File: src/logic/cdps_defs.svh
/*
 * Constants of the card interrogation and power switch controller:
 * timing, control word bit positions, register offsets and fields.
 * Assumes inclusion by bare name from the design file.
 */
`ifndef CDPS_DEFS_SVH
`define CDPS_DEFS_SVH

// timing
`define CLK_HZ 125000000
`define OSC_HZ 16000
`define SETTLE_TICKS 3'h4
`define PROBE_WAIT 3'h1
`define SH_TOP 4'ha
`define SH_LATCH 5'h16
`define SH_END 5'h17
`define SYNC_IDLE 4'hf

// control word bits toward the switch
`define D0 0
`define D1 1
`define D2 2
`define D3 3
`define D8 8
`define D9 9

// register byte offsets
`define ADDR_STATUS 8'h00
`define ADDR_CTRL 8'h04
`define ADDR_EVENT 8'h08
`define ADDR_MASK 8'h0c

// control register fields
`define CTL_TYPE 0
`define CTL_VPP_LSB 1
`define CTL_VCC_LSB 4
`define CTL_APPLY 8

// event bits
`define EV_INSERT 0
`define EV_REMOVE 1
`define EV_DONE 2
`define EV_APPLIED 3
`define EV_REFUSED 4

// status register fields
`define ST_BUSY 3
`define ST_F5 4
`define ST_LOW_VOLT 5
`define ST_EXTRA_VOLT 6
`define ST_FY 7
`define ST_CORE 8
`define ST_SHIFTING 9
`define ST_VCC_LSB 10
`define ST_VPP_LSB 12
`define ST_SWITCH_SHUTDOWN_N_N 15

`define RESP_OKAY 2'h0
`define RESP_SLVERR 2'h2

`endif

File: src/logic/cdps_pkg.sv
/*
 * Types of the card interrogation and power switch controller.
 * Assumes nothing beyond a SystemVerilog compiler.
 */
package cdps_pkg;
  typedef enum logic [2:0] {S_EMPTY, S_SETTLE, S_PROBE_A, S_PROBE_B,
    S_CLASSIFY, S_PRESENT} intr_state_t;
  typedef enum logic [2:0] {CLS_NONE, CLS_16BIT, CLS_CARDBUS, CLS_CUSTOM,
    CLS_RESERVED} card_class_t;
  typedef enum logic [2:0] {VPP_0V, VPP_3V3, VPP_5V, VPP_12V, VPP_1V8,
    VPP_HIZ} vpp_out_t;
  typedef enum logic [1:0] {VCC_0V, VCC_3V3, VCC_5V, VCC_HIZ} vcc_out_t;
  typedef struct packed {
    logic [12:0] tick_cnt;
    logic tick;
    logic [3:0] sync1;
    logic [3:0] sync2;
    intr_state_t st;
    logic [2:0] tcnt;
    logic [3:0] rel;
    logic [1:0] pa;
    logic [1:0] pb;
    card_class_t cls;
    logic f5;
    logic f3;
    logic fx;
    logic fy;
    logic core;
    logic [1:0] cd_drive;
    logic sw_type;
    logic [2:0] vpp_req;
    logic [1:0] vcc_req;
    logic want;
    logic pend;
    logic [10:0] word;
    logic [10:0] applied;
    logic shifting;
    logic [4:0] sh_cnt;
    logic ser_data;
    logic ser_clk;
    logic ser_latch;
    logic [4:0] ev;
    logic [4:0] mask;
    logic irq;
    logic aw_got;
    logic [7:0] awaddr;
    logic w_got;
    logic [31:0] wdata;
    logic [3:0] wstrb;
    logic bvalid;
    logic [1:0] bresp;
    logic rvalid;
    logic [31:0] rdata;
    logic [1:0] rresp;
  } ctl_state_t;
endpackage

File: src/logic/card_detect_power_switch_ctl.sv
/*
 * Card interrogation and power switch control for one socket, with an
 * AXI4-Lite register slave and a level interrupt.
 * Assumes card contacts pulled up outside, a three-wire power switch on
 * sw_data/sw_clock/sw_latch, and one 125 MHz clock.
 */
`include "cdps_defs.svh"

module card_detect_power_switch_ctl #(
  parameter int TICK_CYCLES = `CLK_HZ / `OSC_HZ
) (
  // clock and reset
  input wire logic aclk,
  input wire logic aresetn,
  // axi4-lite write address and data
  input wire logic [7:0] awaddr,
  input wire logic awvalid,
  output logic awready,
  input wire logic [31:0] wdata,
  input wire logic [3:0] wstrb,
  input wire logic wvalid,
  output logic wready,
  // axi4-lite write response
  output logic [1:0] bresp,
  output logic bvalid,
  input wire logic bready,
  // axi4-lite read
  input wire logic [7:0] araddr,
  input wire logic arvalid,
  output logic arready,
  output logic [31:0] rdata,
  output logic [1:0] rresp,
  output logic rvalid,
  input wire logic rready,
  // card contacts, detects are open-drain
  input wire logic card_detect_a_in,
  output logic card_detect_a_out,
  output logic card_detect_a_oe,
  input wire logic card_detect_b_in,
  output logic card_detect_b_out,
  output logic card_detect_b_oe,
  input wire logic volt_sense_a,
  input wire logic volt_sense_b,
  // power switch serial link
  output logic sw_data,
  output logic sw_clock,
  output logic sw_latch,
  // interrupt
  output logic irq
);

  cdps_pkg::ctl_state_t s;
  cdps_pkg::ctl_state_t n;
  logic lv_flag;
  logic xv_flag;
  logic vcc_ok;
  logic vpp_ok;
  logic allow;
  cdps_pkg::vpp_out_t vpp_out;
  cdps_pkg::vcc_out_t vcc_out;
  cdps_pkg::vpp_out_t vpp_want;
  logic [31:0] status;
  logic [10:0] on_word;

  function automatic cdps_pkg::vpp_out_t vpp_dec(input logic t,
      input logic switch_shutdown_n_n, input logic [2:0] b);
    cdps_pkg::vpp_out_t v;
    v = cdps_pkg::VPP_HIZ;
    if (!switch_shutdown_n_n) begin
      v = cdps_pkg::VPP_HIZ;
    end else if (b[2:1] == 2'h0) begin
      v = cdps_pkg::VPP_0V;
    end else if (b[2:1] == 2'h1) begin
      v = b[0] ? cdps_pkg::VPP_5V : cdps_pkg::VPP_3V3;
    end else if (!t) begin
      v = (b == 3'h7) ? cdps_pkg::VPP_1V8 : cdps_pkg::VPP_HIZ;
    end else begin
      v = b[1] ? cdps_pkg::VPP_HIZ : cdps_pkg::VPP_12V;
    end
    return v;
  endfunction

  function automatic cdps_pkg::vcc_out_t vcc_dec(input logic switch_shutdown_n_n,
      input logic [1:0] b);
    cdps_pkg::vcc_out_t v;
    v = cdps_pkg::VCC_HIZ;
    if (!switch_shutdown_n_n) begin
      v = cdps_pkg::VCC_HIZ;
    end else begin
      case (b)
        2'h1: v = cdps_pkg::VCC_3V3;
        2'h2: v = cdps_pkg::VCC_5V;
        default: v = cdps_pkg::VCC_0V;
      endcase
    end
    return v;
  endfunction

  // reported flags follow the switch type for a 1.8 V core card
  assign lv_flag = s.f3 | (s.core & !s.sw_type);
  assign xv_flag = s.fx | (s.core & s.sw_type);
  assign vpp_out = vpp_dec(s.sw_type, s.applied[`D8],
    {s.applied[`D0], s.applied[`D1], s.applied[`D9]});
  assign vcc_out = vcc_dec(s.applied[`D8],
    {s.applied[`D3], s.applied[`D2]});
  assign vpp_want = vpp_dec(s.sw_type, 1'b1, s.vpp_req);

  // request must fit the decoded card
  assign vcc_ok = (s.vcc_req == 2'h1) ? (s.f3 | s.core) :
    (s.vcc_req == 2'h2) ? s.f5 : 1'b1;
  always_comb begin
    case (vpp_want)
      cdps_pkg::VPP_3V3: vpp_ok = s.f3 | s.core;
      cdps_pkg::VPP_5V: vpp_ok = s.f5;
      cdps_pkg::VPP_12V: vpp_ok = s.cls == cdps_pkg::CLS_16BIT;
      cdps_pkg::VPP_1V8: vpp_ok = s.core;
      default: vpp_ok = 1'b1;
    endcase
  end
  assign allow = s.want && s.st == cdps_pkg::S_PRESENT && vcc_ok && vpp_ok;

  assign on_word = (11'h1 << `D0) & {11{s.vpp_req[2]}}
    | (11'h1 << `D1) & {11{s.vpp_req[1]}}
    | (11'h1 << `D9) & {11{s.vpp_req[0]}}
    | (11'h1 << `D3) & {11{s.vcc_req[1]}}
    | (11'h1 << `D2) & {11{s.vcc_req[0]}}
    | (11'h1 << `D8);

  always_comb begin
    status = 32'h0;
    status[2:0] = s.cls;
    status[`ST_BUSY] = s.st != cdps_pkg::S_EMPTY &&
      s.st != cdps_pkg::S_PRESENT;
    status[`ST_F5] = s.f5;
    status[`ST_LOW_VOLT] = lv_flag;
    status[`ST_EXTRA_VOLT] = xv_flag;
    status[`ST_FY] = s.fy;
    status[`ST_CORE] = s.core;
    status[`ST_SHIFTING] = s.shifting;
    status[`ST_VCC_LSB +: 2] = vcc_out;
    status[`ST_VPP_LSB +: 3] = vpp_out;
    status[`ST_SWITCH_SHUTDOWN_N_N] = s.applied[`D8];
  end

  always_comb begin
    logic [4:0] evset;
    logic [4:0] evclr;
    logic [31:0] wm;
    logic [31:0] cw;
    logic ta1;
    logic ta2;
    logic tb1;
    logic tb2;
    evset = 5'h0;
    evclr = 5'h0;
    wm = {{8{s.wstrb[3]}}, {8{s.wstrb[2]}}, {8{s.wstrb[1]}},
      {8{s.wstrb[0]}}};
    cw = (32'(s.sw_type) << `CTL_TYPE) | (32'(s.vpp_req) << `CTL_VPP_LSB)
      | (32'(s.vcc_req) << `CTL_VCC_LSB);
    cw = (cw & ~wm) | (s.wdata & wm);
    ta1 = s.rel[0] & s.rel[2] & !s.pa[0];
    ta2 = s.rel[0] & s.rel[3] & !s.pa[1];
    tb1 = s.rel[1] & s.rel[2] & !s.pb[0];
    tb2 = s.rel[1] & s.rel[3] & !s.pb[1];
    n = s;

    // internal slow tick
    if (s.tick_cnt == 13'(TICK_CYCLES - 1)) begin
      n.tick_cnt = 13'h0;
      n.tick = 1'b1;
    end else begin
      n.tick_cnt = s.tick_cnt + 13'h1;
      n.tick = 1'b0;
    end
    n.sync1 = {volt_sense_b, volt_sense_a, card_detect_b_in,
      card_detect_a_in};
    n.sync2 = s.sync1;

    // register writes
    if (awvalid && !s.aw_got && !s.bvalid) begin
      n.aw_got = 1'b1;
      n.awaddr = awaddr;
    end
    if (wvalid && !s.w_got && !s.bvalid) begin
      n.w_got = 1'b1;
      n.wdata = wdata;
      n.wstrb = wstrb;
    end
    if (s.aw_got && s.w_got) begin
      n.aw_got = 1'b0;
      n.w_got = 1'b0;
      n.bvalid = 1'b1;
      n.bresp = `RESP_OKAY;
      case (s.awaddr)
        `ADDR_STATUS: ;
        `ADDR_CTRL: begin
          n.sw_type = cw[`CTL_TYPE];
          n.vpp_req = cw[`CTL_VPP_LSB +: 3];
          n.vcc_req = cw[`CTL_VCC_LSB +: 2];
          if (s.wdata[`CTL_APPLY] && s.wstrb[1]) begin
            n.want = 1'b1;
            n.pend = 1'b1;
          end
        end
        `ADDR_EVENT: evclr = s.wdata[4:0] & {5{s.wstrb[0]}};
        `ADDR_MASK: begin
          if (s.wstrb[0]) begin
            n.mask = s.wdata[4:0];
          end
        end
        default: n.bresp = `RESP_SLVERR;
      endcase
    end
    if (s.bvalid && bready) begin
      n.bvalid = 1'b0;
    end

    // register reads
    if (arvalid && !s.rvalid) begin
      n.rvalid = 1'b1;
      n.rresp = `RESP_OKAY;
      case (araddr)
        `ADDR_STATUS: n.rdata = status;
        `ADDR_CTRL: n.rdata = (32'(s.sw_type) << `CTL_TYPE)
          | (32'(s.vpp_req) << `CTL_VPP_LSB)
          | (32'(s.vcc_req) << `CTL_VCC_LSB);
        `ADDR_EVENT: n.rdata = 32'(s.ev);
        `ADDR_MASK: n.rdata = 32'(s.mask);
        default: begin
          n.rdata = 32'h0;
          n.rresp = `RESP_SLVERR;
        end
      endcase
    end
    if (s.rvalid && rready) begin
      n.rvalid = 1'b0;
    end

    // interrogation
    case (s.st)
      cdps_pkg::S_EMPTY: begin
        n.cd_drive = 2'h0;
        if (!s.sync2[0] || !s.sync2[1]) begin
          n.st = cdps_pkg::S_SETTLE;
          n.tcnt = 3'h0;
          evset[`EV_INSERT] = 1'b1;
        end
      end
      cdps_pkg::S_SETTLE: begin
        if (s.sync2[1:0] == 2'h3) begin
          n.st = cdps_pkg::S_EMPTY;
        end else if (s.tick) begin
          if (s.tcnt == `SETTLE_TICKS - 3'h1) begin
            n.rel = s.sync2;
            n.cd_drive = 2'h1;
            n.tcnt = 3'h0;
            n.st = cdps_pkg::S_PROBE_A;
          end else begin
            n.tcnt = s.tcnt + 3'h1;
          end
        end
      end
      cdps_pkg::S_PROBE_A: begin
        if (s.tick) begin
          if (s.tcnt != `PROBE_WAIT) begin
            n.tcnt = `PROBE_WAIT;
          end else begin
            n.pa = s.sync2[3:2];
            n.cd_drive = 2'h2;
            n.tcnt = 3'h0;
            n.st = cdps_pkg::S_PROBE_B;
          end
        end
      end
      cdps_pkg::S_PROBE_B: begin
        if (s.tick) begin
          if (s.tcnt != `PROBE_WAIT) begin
            n.tcnt = `PROBE_WAIT;
          end else begin
            n.pb = s.sync2[3:2];
            n.cd_drive = 2'h0;
            n.st = cdps_pkg::S_CLASSIFY;
          end
        end
      end
      cdps_pkg::S_CLASSIFY: begin
        n.st = cdps_pkg::S_PRESENT;
        evset[`EV_DONE] = 1'b1;
        {n.f5, n.f3, n.fx, n.fy, n.core} = 5'h0;
        n.cls = cdps_pkg::CLS_CARDBUS;
        if (!s.rel[0] && !s.rel[1]) begin
          n.cls = cdps_pkg::CLS_16BIT;
          n.f5 = !(!s.rel[3] && s.rel[2]);
          n.f3 = !s.rel[2];
          n.fx = !s.rel[3];
        end else if (ta1) begin
          if (s.rel[3]) begin
            n.f3 = 1'b1;
          end else begin
            n.cls = cdps_pkg::CLS_CUSTOM;
          end
        end else if (ta2) begin
          if (s.rel[2]) begin
            {n.fx, n.fy} = 2'h3;
          end else begin
            n.cls = cdps_pkg::CLS_RESERVED;
          end
        end else if (tb2) begin
          if (s.rel[2]) begin
            n.core = 1'b1;
          end else begin
            {n.f3, n.fx} = 2'h3;
          end
        end else if (tb1) begin
          if (s.rel[3]) begin
            n.fy = 1'b1;
          end else begin
            {n.f3, n.fx, n.fy} = 3'h7;
          end
        end else begin
          n.cls = cdps_pkg::CLS_RESERVED;
        end
      end
      cdps_pkg::S_PRESENT: begin
        if (s.sync2[1:0] == 2'h3) begin
          n.st = cdps_pkg::S_EMPTY;
          n.cls = cdps_pkg::CLS_NONE;
          {n.f5, n.f3, n.fx, n.fy, n.core} = 5'h0;
          n.want = 1'b0;
          n.pend = 1'b1;
          evset[`EV_REMOVE] = 1'b1;
        end
      end
      default: n.st = cdps_pkg::S_EMPTY;
    endcase

    // serial word to the switch
    if (!s.shifting) begin
      if (s.pend && !(s.st == cdps_pkg::S_PRESENT &&
          s.sync2[1:0] == 2'h3)) begin
        n.pend = 1'b0;
        n.shifting = 1'b1;
        n.sh_cnt = 5'h0;
        n.word = allow ? on_word : 11'h0;
        evset[`EV_REFUSED] = s.want && !allow;
        n.want = 1'b0;
      end
    end else if (s.tick) begin
      n.sh_cnt = s.sh_cnt + 5'h1;
      if (s.sh_cnt < `SH_LATCH) begin
        n.ser_clk = s.sh_cnt[0];
        n.ser_data = s.word[`SH_TOP - s.sh_cnt[4:1]];
      end else if (s.sh_cnt == `SH_LATCH) begin
        n.ser_clk = 1'b0;
        n.ser_latch = 1'b1;
      end else begin
        n.ser_latch = 1'b0;
        n.shifting = 1'b0;
        n.applied = s.word;
        evset[`EV_APPLIED] = 1'b1;
      end
    end

    n.ev = (s.ev & ~evclr) | evset;
    n.irq = |(n.ev & n.mask);
  end

  always_ff @(posedge aclk) begin
    if (!aresetn) begin
      s <= '0;
      s.pend <= 1'b1;
      // contacts read as open, so no false insertion after reset
      s.sync1 <= `SYNC_IDLE;
      s.sync2 <= `SYNC_IDLE;
    end else begin
      s <= n;
    end
  end

  assign awready = !s.aw_got && !s.bvalid;
  assign wready = !s.w_got && !s.bvalid;
  assign bvalid = s.bvalid;
  assign bresp = s.bresp;
  assign arready = !s.rvalid;
  assign rvalid = s.rvalid;
  assign rdata = s.rdata;
  assign rresp = s.rresp;
  assign card_detect_a_out = 1'b0;
  assign card_detect_b_out = 1'b0;
  assign card_detect_a_oe = s.cd_drive[0];
  assign card_detect_b_oe = s.cd_drive[1];
  assign sw_data = s.ser_data;
  assign sw_clock = s.ser_clk;
  assign sw_latch = s.ser_latch;
  assign irq = s.irq;
endmodule

File: config.mk
export PLATFORM = sky130hd
export DESIGN_NAME = card_detect_power_switch_ctl
export DESIGN_NICKNAME = d
export VERILOG_FILES = /design/src/logic/cdps_pkg.sv /design/src/logic/card_detect_power_switch_ctl.sv
export VERILOG_INCLUDE_DIRS = /design/src /design/src/logic
export SDC_FILE = /design/constraint.sdc
export NUM_CORES = 1
export LEC_CHECK = 0
export BUFFER_PORTS_ARGS = -buffer_cell sky130_fd_sc_hd__buf_2
export CORE_UTILIZATION = 50
export CTS_BUF_LIST = sky130_fd_sc_hd__clkbuf_8
export CTS_CLUSTER_DIAMETER = 80
export DETAILED_ROUTE_END_ITERATION = 6
export PLACE_DENSITY = 0.73
export SLEW_MARGIN = 20
export SYNTH_ARGS = -nofsm -noshare
export SYNTH_HDL_FRONTEND = slang
export SYNTH_SLANG_ARGS = --single-unit
export TNS_END_PERCENT = 10
File: constraint.sdc
create_clock -name aclk -period 4.7 [get_ports aclk]
set_clock_uncertainty 0.05 [all_clocks]
set_input_delay 0.47 -clock aclk [delete_from_list [all_inputs] [get_ports aclk]]
set_output_delay 0.47 -clock aclk [all_outputs]
set_load 0.02 [all_outputs]
==> summary.txt, run 1 <==
Timing
  – Post-route minimum period: 2.33 ns
  – Final Slew Violations: 0
  – Part of the cycle the worst path needs: 49.6%
  – Relative max-transition margin: 41.6%
  – Worst Tran Pin Value: 0.869 ns
  – RSZ-0062 raised after global routing: false
  – Final hold vios: 0
  – Fmax: 0.429 GHz
  – Fin Setup TNS: 0 ns
  – Final setup fails: 0
  – Final worst slack: 2.37 ns

GRT
  – GRT overflow: 0
  – Vias in the first global route: 4261
  – Total Routing Usage GR: 21.8%
  – Largest net degree at the start of global routing: 47
  – First-pass GRT wire length: 19800 µm
  – Initial antenna violation count: 0

CTS
  – Num CTS Buffers: 17
  – TritonCTS clock tree: built
  – H-tree levels: 4
  – Clock slew at reported path FFs: 0.07 ns
  – CTS Buffer Depth: 2
  – CTS resizes: 0
  – Clk_lat worst skew: 0.44 ns
  – Post-CTS setup buffers: 0
  – Clk sink count: between 100 and 150
  – Clock root buffer: clkbuf_8
  – # hold bufs at CTS: 0

Routing
  – Drc violations: 0
  – Vias per inst: 5.50
  – Vias: between 4000 and 5000
  – Initial DRC count: 409
  – Wire per inst: 14.2 µm
  – Final WL: 11900 µm
  – Router iterations before antenna repair: 7
  – Post-route ant nets: 0

Die
  – DIE HEIGHT: 109 µm
  – Die area: 11800 µm²
  – Starting Density: 52.0%
  – # IOs: 112
  – Die span in x: between 100 and 150 µm
  – Cell Rows: 38
  – Total core area: around 11000 µm²

Worst hold path
  – Hold path cells: 2
  – Hold worst-path end: n[158]$_SDFF_PN1_
  – Hold Crit Start: card_detect_a_in
  – Worst min path class: input pin to register

Layout
  – Share of cells above drive strength 1: 16.6%
  – Final layout net count: 755
  – Design Area, Final: 6280 µm²
  – Core Util, Final: 57.2%
  – Area Overhead vs Synth: 10.0%
  – Register area: between 2000 and 3000 µm²
  – Ant. Diodes: 0
  – # fillers: 1003
  – Area of the multi-input gates: roughly 2800 µm²

Yosys
  – Yosys reg bits: between 100 and 150
  – EDFF count, synth: 0
  – Ys flop type: dfxtp_1
  – Synthesized cell area: 5710 µm²
  – Library cells used by synthesis: 68
  – Async SR Flop Fraction: 0%
  – Most frequent cell after synthesis: dfxtp_1
  – Post-synth top cells: 125 x dfxtp_1, 84 x nor2_1, 75 x nand2_1
  – Mean Syn Cell Area: 8.78 µm²
  – YS warnings: 0
  – Synth area leaders: dfxtp_1 44%, nor2_1 5.5%, buf_4 5.0%
  – Sequential share of the synthesized area: 43.9%
  – Area share of the largest cell type after synthesis: approximately 44%
  – Mapped Cells: 650
  – Most area-hungry cell type in the Yosys netlist: dfxtp_1

Place
  – Port bufs: between 60 and 70
  – DP Wirelength: 8500 µm
  – Area after DPL: 5880 µm²
  – Routability congestion estimate: 0.844
  – Post-Place Worst Slack: 2.20 ns

Worst setup path
  – Max FO, Critical Path: 8
  – CP max stage delay: 0.57 ns
  – CP cell instances: nand4bb_1, nor4_1, a31oi_1, a2111o_1, o2bb2ai_1
  – CP Capture Type: register
  – Reg2Reg Depth: 5
  – CP Launch Type: register
  – Crit. path cell count: 5
  – Delay-heaviest family, CP: simple AND/OR/NAND/NOR gates
  – CP bufs+invs: 0
  – CP max-delay cell: nor4_1
  – Reg-to-reg slack, setup: 2.37 ns
  – CP arrival: 2.60 ns
  – R2R Path Start: s[74]$_SDFFE_PP0P_
  – R2R Path End: irq$_SDFF_PN0_
  – Worst Setup Path Type: register to register
  – Worst Path Required: 4.97 ns

Power
  – Worst IR Drop VDD: 0.000186 V
  – Pwr per Cell Area: approximately 350 nW/µm²
  – Pleak: 2.50 nW

Run
  – Max_cap viols: 0

Status
  – Status: finished clean
## cell families (layout without fill, tap and decap cells)
| family | after synthesis | after routing | share of synthesized area [%] |
|---|---|---|---|
| compound gates | 129 | 129 | 15.3 |
| buf+inv | 80 | 109 | 7.91 |
| xor+xnor | 11 | 11 | 1.69 |
| flops | 125 | 125 | 43.9 |
| mux | 34 | 34 | 7.34 |
| other cells | 1 | 20 | 0.0657 |
| fa+ha+maj | 6 | 6 | 1.32 |
| simple gates | 264 | 264 | 22.5 |
## per-layer routing
metal / up-vias / wire (µm) / global-route usage [%]
met1: 2179 / 5370 / 26.3
met5: - / 0 / 0
met4: 0 / 173 / 9.36
met2: 109 / 5860 / 35.8
li1: 2306 / - / -
met3: 17 / 506 / 6.52
## per-stage QoR
stage	hold WS [ns]	cells	total power (W)
global route	0.135	838	0.00226
finish	0.162	838	0.00217
global placement	0.342	807	0.00127
floorplan	0.336	669	0.00125
CTS	0.134	838	0.00219
detailed placement	0.342	807	0.00127
## cell usage in the layout (no fill, tap or decap), types with 19 or more instances in the layout
cell and n:
conb_1 20, nand2b_1 19, nor2_1 84, mux2i_1 25, dfxtp_1 125, nand2_1 75
a22oi_1 19, a21oi_1 48, buf_2 64, clkbuf_8 25
## how the worst max path moves through the flow
stage                         from                      to  slack (ns)
2_1_floorplan            araddr[5]  rdata[13]$_SDFFE_PN0P_        2.61
3_3_place_gp               arvalid  rdata[13]$_SDFFE_PN0P_        2.30
3_5_place_dp               arvalid  rdata[13]$_SDFFE_PN0P_        2.20
4_1_cts        rvalid$_SDFFE_PP0P_  rdata[13]$_SDFFE_PN0P_        2.36
5_1_grt        rvalid$_SDFFE_PP0P_  rdata[13]$_SDFFE_PN0P_        2.11
6_report        s[74]$_SDFFE_PP0P_          irq$_SDFF_PN0_        2.37
## registers in the layout (all words and copies together) (netlist names), named ones only
register	count
rvalid	1
sw_clock	1
sw_data	1
s	89
n	4
rdata	16
bresp	1
rresp	1
bvalid	1
card_detect_b_oe	1
irq	1
card_detect_a_oe	1
sw_latch	1
## power breakdown
group	total, W	internal, W	switching (W)	leakage (nW)
combinational	0.000141	0.0000472	0.0000940	1.27
sequential	0.00111	0.00108	0.0000246	1.01
clock	0.000924	0.000524	0.000400	0.213
total	0.00217	0.00165	0.000519	2.50
## final cells by class
| type | count | share of cell area [%] |
|---|---|---|
| flip-flops and latches | 125 | 39.9 |
| repair buffers | 65 | 5.22 |
| inverters | 13 | 0.777 |
| multi-input cells | 464 | 45.0 |
| well taps | 140 | 2.79 |
| clock inverters | 6 | 0.877 |
| clock buffers | 25 | 5.48 |
No activity file was read; power rests on OpenSTA's default activity.
==> inputs of run 2 (changes only) <==
clock period = 2.36 ns   (was 4.7 ns; I/O delays follow)
==> summary.txt, run 2 (synthesis results as in run 1) <==
Status
  – Status: finished clean

Die
  – Die span in x: 109 µm
  – Cell Rows: 38
  – Total core area: between 10000 and 15000 µm²
  – DIE HEIGHT: 109 µm
  – Starting Density: 52.0%
  – Die area: 11800 µm²
  – # IOs: around 110

GRT
  – Met3 usage: 6.69%
  – GR Util met2: roughly 38%
  – Initial antenna violation count: 0
  – Largest net degree at the start of global routing: 66
  – Gr busiest metal: met2
  – GRT overflow: 0
  – Total Routing Usage GR: 22.1%
  – Vias in the first global route: 4317
  – Met1 usage: 26.7%
  – First-pass GRT wire length: 20200 µm

Worst setup path
  – CP Launch Type: register
  – Worst Setup Path Type: register to register
  – CP arrival: 2.52 ns
  – Critical path launch point: s[76]$_SDFFE_PN0P_
  – Reg-to-reg slack, setup: 0.11 ns
  – R2R Path Start: s[76]$_SDFFE_PN0P_
  – CP Capture Type: register
  – R2R Path End: irq$_SDFF_PN0_
  – Max FO, Critical Path: 8
  – Reg2Reg Depth: 5
  – Worst setup endpoint: irq$_SDFF_PN0_
  – Worst Path Required: 2.63 ns

Worst hold path
  – Worst min path class: input pin to register
  – Hold Crit Start: arvalid

Layout
  – Ant. Diodes: 0
  – Area Overhead vs Synth: 15.7%
  – # fillers: 934
  – Final layout net count: 790
  – Share of cells above drive strength 1: between 10% and 20%
  – Area of the multi-input gates: between 2000 and 3000 µm²
  – Most common cell after layout, fill and taps aside: dfxtp_1
  – Max reg flops: between 80 and 90
  – Top reg by flops: s
  – Design Area, Final: around 6600 µm²
  – Register area: 2500 µm²
  – Most frequent cells in the layout: 125 x dfxtp_1, 84 x nor2_1, 75 x nand2_1, 64 x buf_2, 48 x a21oi_1

Routing
  – Wire per inst: 14.1 µm
  – Initial DRC count: 394
  – Drc violations: 0
  – Post-route ant nets: 0
  – Vias: 4737
  – Vias per inst: 5.42
  – Router iterations before antenna repair: 5
  – Final WL: roughly 12000 µm

Run
  – Max_cap viols: 0

CTS
  – H-tree levels: 4
  – Post-CTS setup buffers: 0
  – Clk sink count: between 100 and 150
  – Num CTS Buffers: 17
  – TritonCTS clock tree: built
  – CTS resizes: 0
  – CTS Buffer Depth: 2
  – Clock slew at reported path FFs: 0.07 ns
  – Clk_lat worst skew: 0.44 ns
  – Clock root buffer: clkbuf_8
  – # hold bufs at CTS: 23

Place
  – Area after DPL: ~6000 µm²
  – Port bufs: 64
  – Post-Place Worst Slack: 0.162 ns
  – Routability congestion estimate: 0.860
  – DP Wirelength: 8640 µm

Power
  – Pwr per Cell Area: between 600 and 700 nW/µm²
  – Pleak: 2.66 nW
  – Worst IR Drop VDD: 0.000439 V

Timing
  – Final setup fails: 0
  – Part of the cycle the worst path needs: 95.4%
  – Final hold vios: 0
  – Final worst slack: between 0.1 and 0.15 ns
  – Final Slew Violations: 0
  – Relative max-transition margin: slightly below 70%
  – Fmax: 0.444 GHz
  – Fin Setup TNS: 0 ns
  – RSZ-0062 raised after global routing: false
  – Worst Tran Pin Value: 0.475 ns
  – Post-route minimum period: roughly 2.3 ns
-- run 2: cell count changes in the layout (fill, tap and decap cells not counted) --
cell           change
bufinv_16          +1
dlygate4sd3_1     +23
clkbuf_8           -4
buf_4             +11
inv_1              +4
buf_12             +1
-- run 2: worst max-delay path, stage by stage (launching register included) --
cell       delay (ns)
dfxtp_1          0.32
or4_4            0.62
nor4_1           0.48
a31oi_1          0.17
a2111o_1         0.38
o2bb2ai_1        0.12
-- run 2: per-stage QoR --
step | hold WS (ns) | cells | utilization [%] | power (W)
2_1_floorplan | 0.287 | 669 | - | 0.00248
3_3_place_gp | 0.340 | 819 | 54.5 | 0.00253
3_5_place_dp | 0.345 | 819 | 54.5 | 0.00254
5_1_grt | 0.0617 | 874 | 60.1 | 0.00451
6_report | 0.0498 | 874 | 60.1 | 0.00434
4_1_cts | 0.0299 | 874 | 60.1 | 0.00438
-- run 2: where the power goes --
| part | total (W) | switching [W] | internal [W] |
|---|---|---|---|
| logic | 0.000324 | 0.000197 | 0.000127 |
| clock network | 0.00181 | 0.000787 | 0.00103 |
| registers | 0.00220 | 0.0000488 | 0.00216 |
| total | 0.00434 | 0.00103 | 0.00331 |
-- run 2: metal layers --
layer | share of wire (%) | wire, µm
met1 | 45 | 5530
met3 | 4.6 | 570
met4 | 0.79 | 97
met5 | 0 | 0
met2 | 50 | 6080
-- run 2: how the worst min path moves through the flow --
stage,endpoint,depth (start not counted)
after floorplan,n[158]$_SDFF_PN1_,1
after global placement,s[158]$_SDFF_PN1_,1
after global routing,rresp[1]$_SDFFE_PN0P_,3
after detailed placement,s[161]$_SDFF_PN1_,1
final,rresp[1]$_SDFFE_PN0P_,3
after CTS,rresp[1]$_SDFFE_PN0P_,3
-- run 2: layout make-up --
class / count / share of cell area, %
Multi-Input combinational cell: 464 / 42.8
Sequential cell: 125 / 37.9
Timing Repair Buffer: 100 / 10.0
Clock buffer: 21 / 4.38
Tap cell: 140 / 2.65
Clock inverter: 11 / 1.52
Inverter: 13 / 0.739
==> inputs of run 3 (changes only) <==
CORE_ASPECT_RATIO = 1.75   (was not set)
==> summary.txt, run 3 (synthesis results as in run 1) <==
Status
  – Status: finished clean

Place
  – Routability congestion estimate: 0.828
  – Port bufs: 64
  – Post-Place Worst Slack: about 0.21 ns
  – DP Wirelength: 9480 µm
  – Post-Place Cells: 811

Layout
  – Share of cells above drive strength 1: approximately 18%
  – Most common cell after layout, fill and taps aside: dfxtp_1
  – Max reg flops: approximately 90
  – Final layout net count: 785
  – Final cell count without fillers: 861
  – Most frequent cells in the layout: 125 x dfxtp_1, 84 x nor2_1, 75 x nand2_1, 64 x buf_2, 48 x a21oi_1
  – Area Overhead vs Synth: 15.5%
  – Top reg by flops: s
  – Ant. Diodes: 0

Worst setup path
  – Max FO, Critical Path: 8
  – Worst Path Required: 2.63 ns
  – CP Capture Type: register
  – CP arrival: 2.44 ns
  – Worst Setup Path Type: register to register
  – CP Launch Type: register

Routing
  – Router iterations before antenna repair: 5
  – Vias per inst: ~5.6
  – Drc violations: 0
  – Final WL: 12900 µm
  – Vias: 4825
  – Initial DRC count: roughly 300
  – Post-route ant nets: 0
  – Wire per inst: 15.0 µm

Power
  – Pleak: 2.63 nW
  – Pwr per Cell Area: 697 nW/µm²
  – Worst IR Drop VDD: 0.000396 V
  – Gate power share: 7.0%
  – Internal: 0.00349 W
  – Clk pwr share: 45.0%
  – Switch Pwr: 0.00111 W
  – Switching share of power: 24.1%
  – Seq pwr share: 48.0%

GRT
  – First-pass GRT wire length: 21200 µm
  – GRT overflow: 0
  – Largest net degree at the start of global routing: 36
  – Vias in the first global route: around 4600
  – Total Routing Usage GR: a little under a quarter
  – Initial antenna violation count: 0

Run
  – Max_cap viols: 0

Timing
  – Part of the cycle the worst path needs: 92.1%
  – Final hold vios: 0
  – Fin Setup TNS: 0 ns
  – Fmax: between 0.4 and 0.5 GHz
  – Relative max-transition margin: 49.3%
  – Final worst slack: 0.187 ns
  – Final Slew Violations: 0
  – RSZ-0062 raised after global routing: false
  – Hold_ws: 0.0219 ns
  – Worst Tran Pin Value: 0.757 ns
  – Final setup fails: 0
  – Post-route minimum period: 2.17 ns

CTS
  – H-tree levels: 4
  – Clock slew at reported path FFs: 0.07 ns
  – TritonCTS clock tree: built
  – Clk sink count: 125
  – Num CTS Buffers: 17
  – Clock root buffer: clkbuf_8
  – CTS Buffer Depth: 2
  – Clk_lat worst skew: 0.43 ns
  – Post-CTS setup buffers: 0

Die
  – Cell Rows: 51
  – Total core area: 11100 µm²
  – DIE HEIGHT: 143 µm
  – Die area: ~12000 µm²
  – Die span in x: 82.8 µm
  – Starting Density: 51.4%
  – # IOs: 112

Worst hold path
  – Worst min path class: input pin to register
run 3: cell types whose count changed in the layout (fill, tap and decap cells not counted), moves of 2 or more:
cell and delta:
bufinv_16 +2, clkbuf_8 -2, clkinv_2 -4, clkinv_4 +2
clkinvlp_4 +5, dlygate4sd3_1 -5, inv_1 -4
run 3: layer usage:
layer | track usage (%) | up-vias | part of all wire (%)
met1 | 23.6 | 2323 | 38
met3 | 5.14 | 30 | 2.7
li1 | - | 2373 | -
met5 | 0 | - | 0
met4 | 11.3 | 0 | 3.0
met2 | 43.6 | 99 | 57
run 3: power by group through the flow:
stage	registers (W)	clock network [W]	logic, W
6_report	0.00220	0.00207	0.000320
5_1_grt	0.00221	0.00220	0.000353
4_1_cts	0.00220	0.00210	0.000319
3_5_place_dp	0.00225	0	0.000293
3_3_place_gp	0.00225	0	0.000286
2_1_floorplan	0.00223	0	0.000250
run 3: cell type report:
class                   instances  area (µm²)
clock buffers                  19         262
flip-flops and latches        125        2500
well taps                     132         165
fillers                      1012        4510
clock inverters                13         189
repair buffers                 95         598
inverters                      13        48.8
multi-input cells             464        2820
run 3: repair_timing:
action | CTS | global route
hold endpoints to repair | 18 | 0
resized for setup | 0 | 0
hold buffers | 18 | 0
run 3: metrics by stage:
step           area (µm²)  total power, W  util, %
2_1_floorplan        5780         0.00248        -
3_3_place_gp         5960         0.00254     53.7
3_5_place_dp         5960         0.00255     53.7
4_1_cts              6590         0.00463     59.3
5_1_grt              6590         0.00477     59.3
6_report             6590         0.00459     59.3
run 3: final timing paths:
path	start	slack, ns	cells past startpoint	end
worst max-delay path	s[76]$_SDFFE_PN0P_	0.19	5	irq$_SDFF_PN0_
worst min-delay path	wstrb[1]	0.02	3	s[39]$_SDFFE_PN0P_
worst max register to register	s[76]$_SDFFE_PN0P_	0.19	5	irq$_SDFF_PN0_
worst min register to register	n[161]$_SDFF_PN1_	0.36	1	s[161]$_SDFF_PN1_
run 3: worst max-delay path, stage by stage (launching register included):
cell	delay [ns]
dfxtp_1	0.33
or4_4	0.61
o41ai_2	0.44
a22oi_1	0.15
a2111o_1	0.36
o2bb2ai_1	0.13
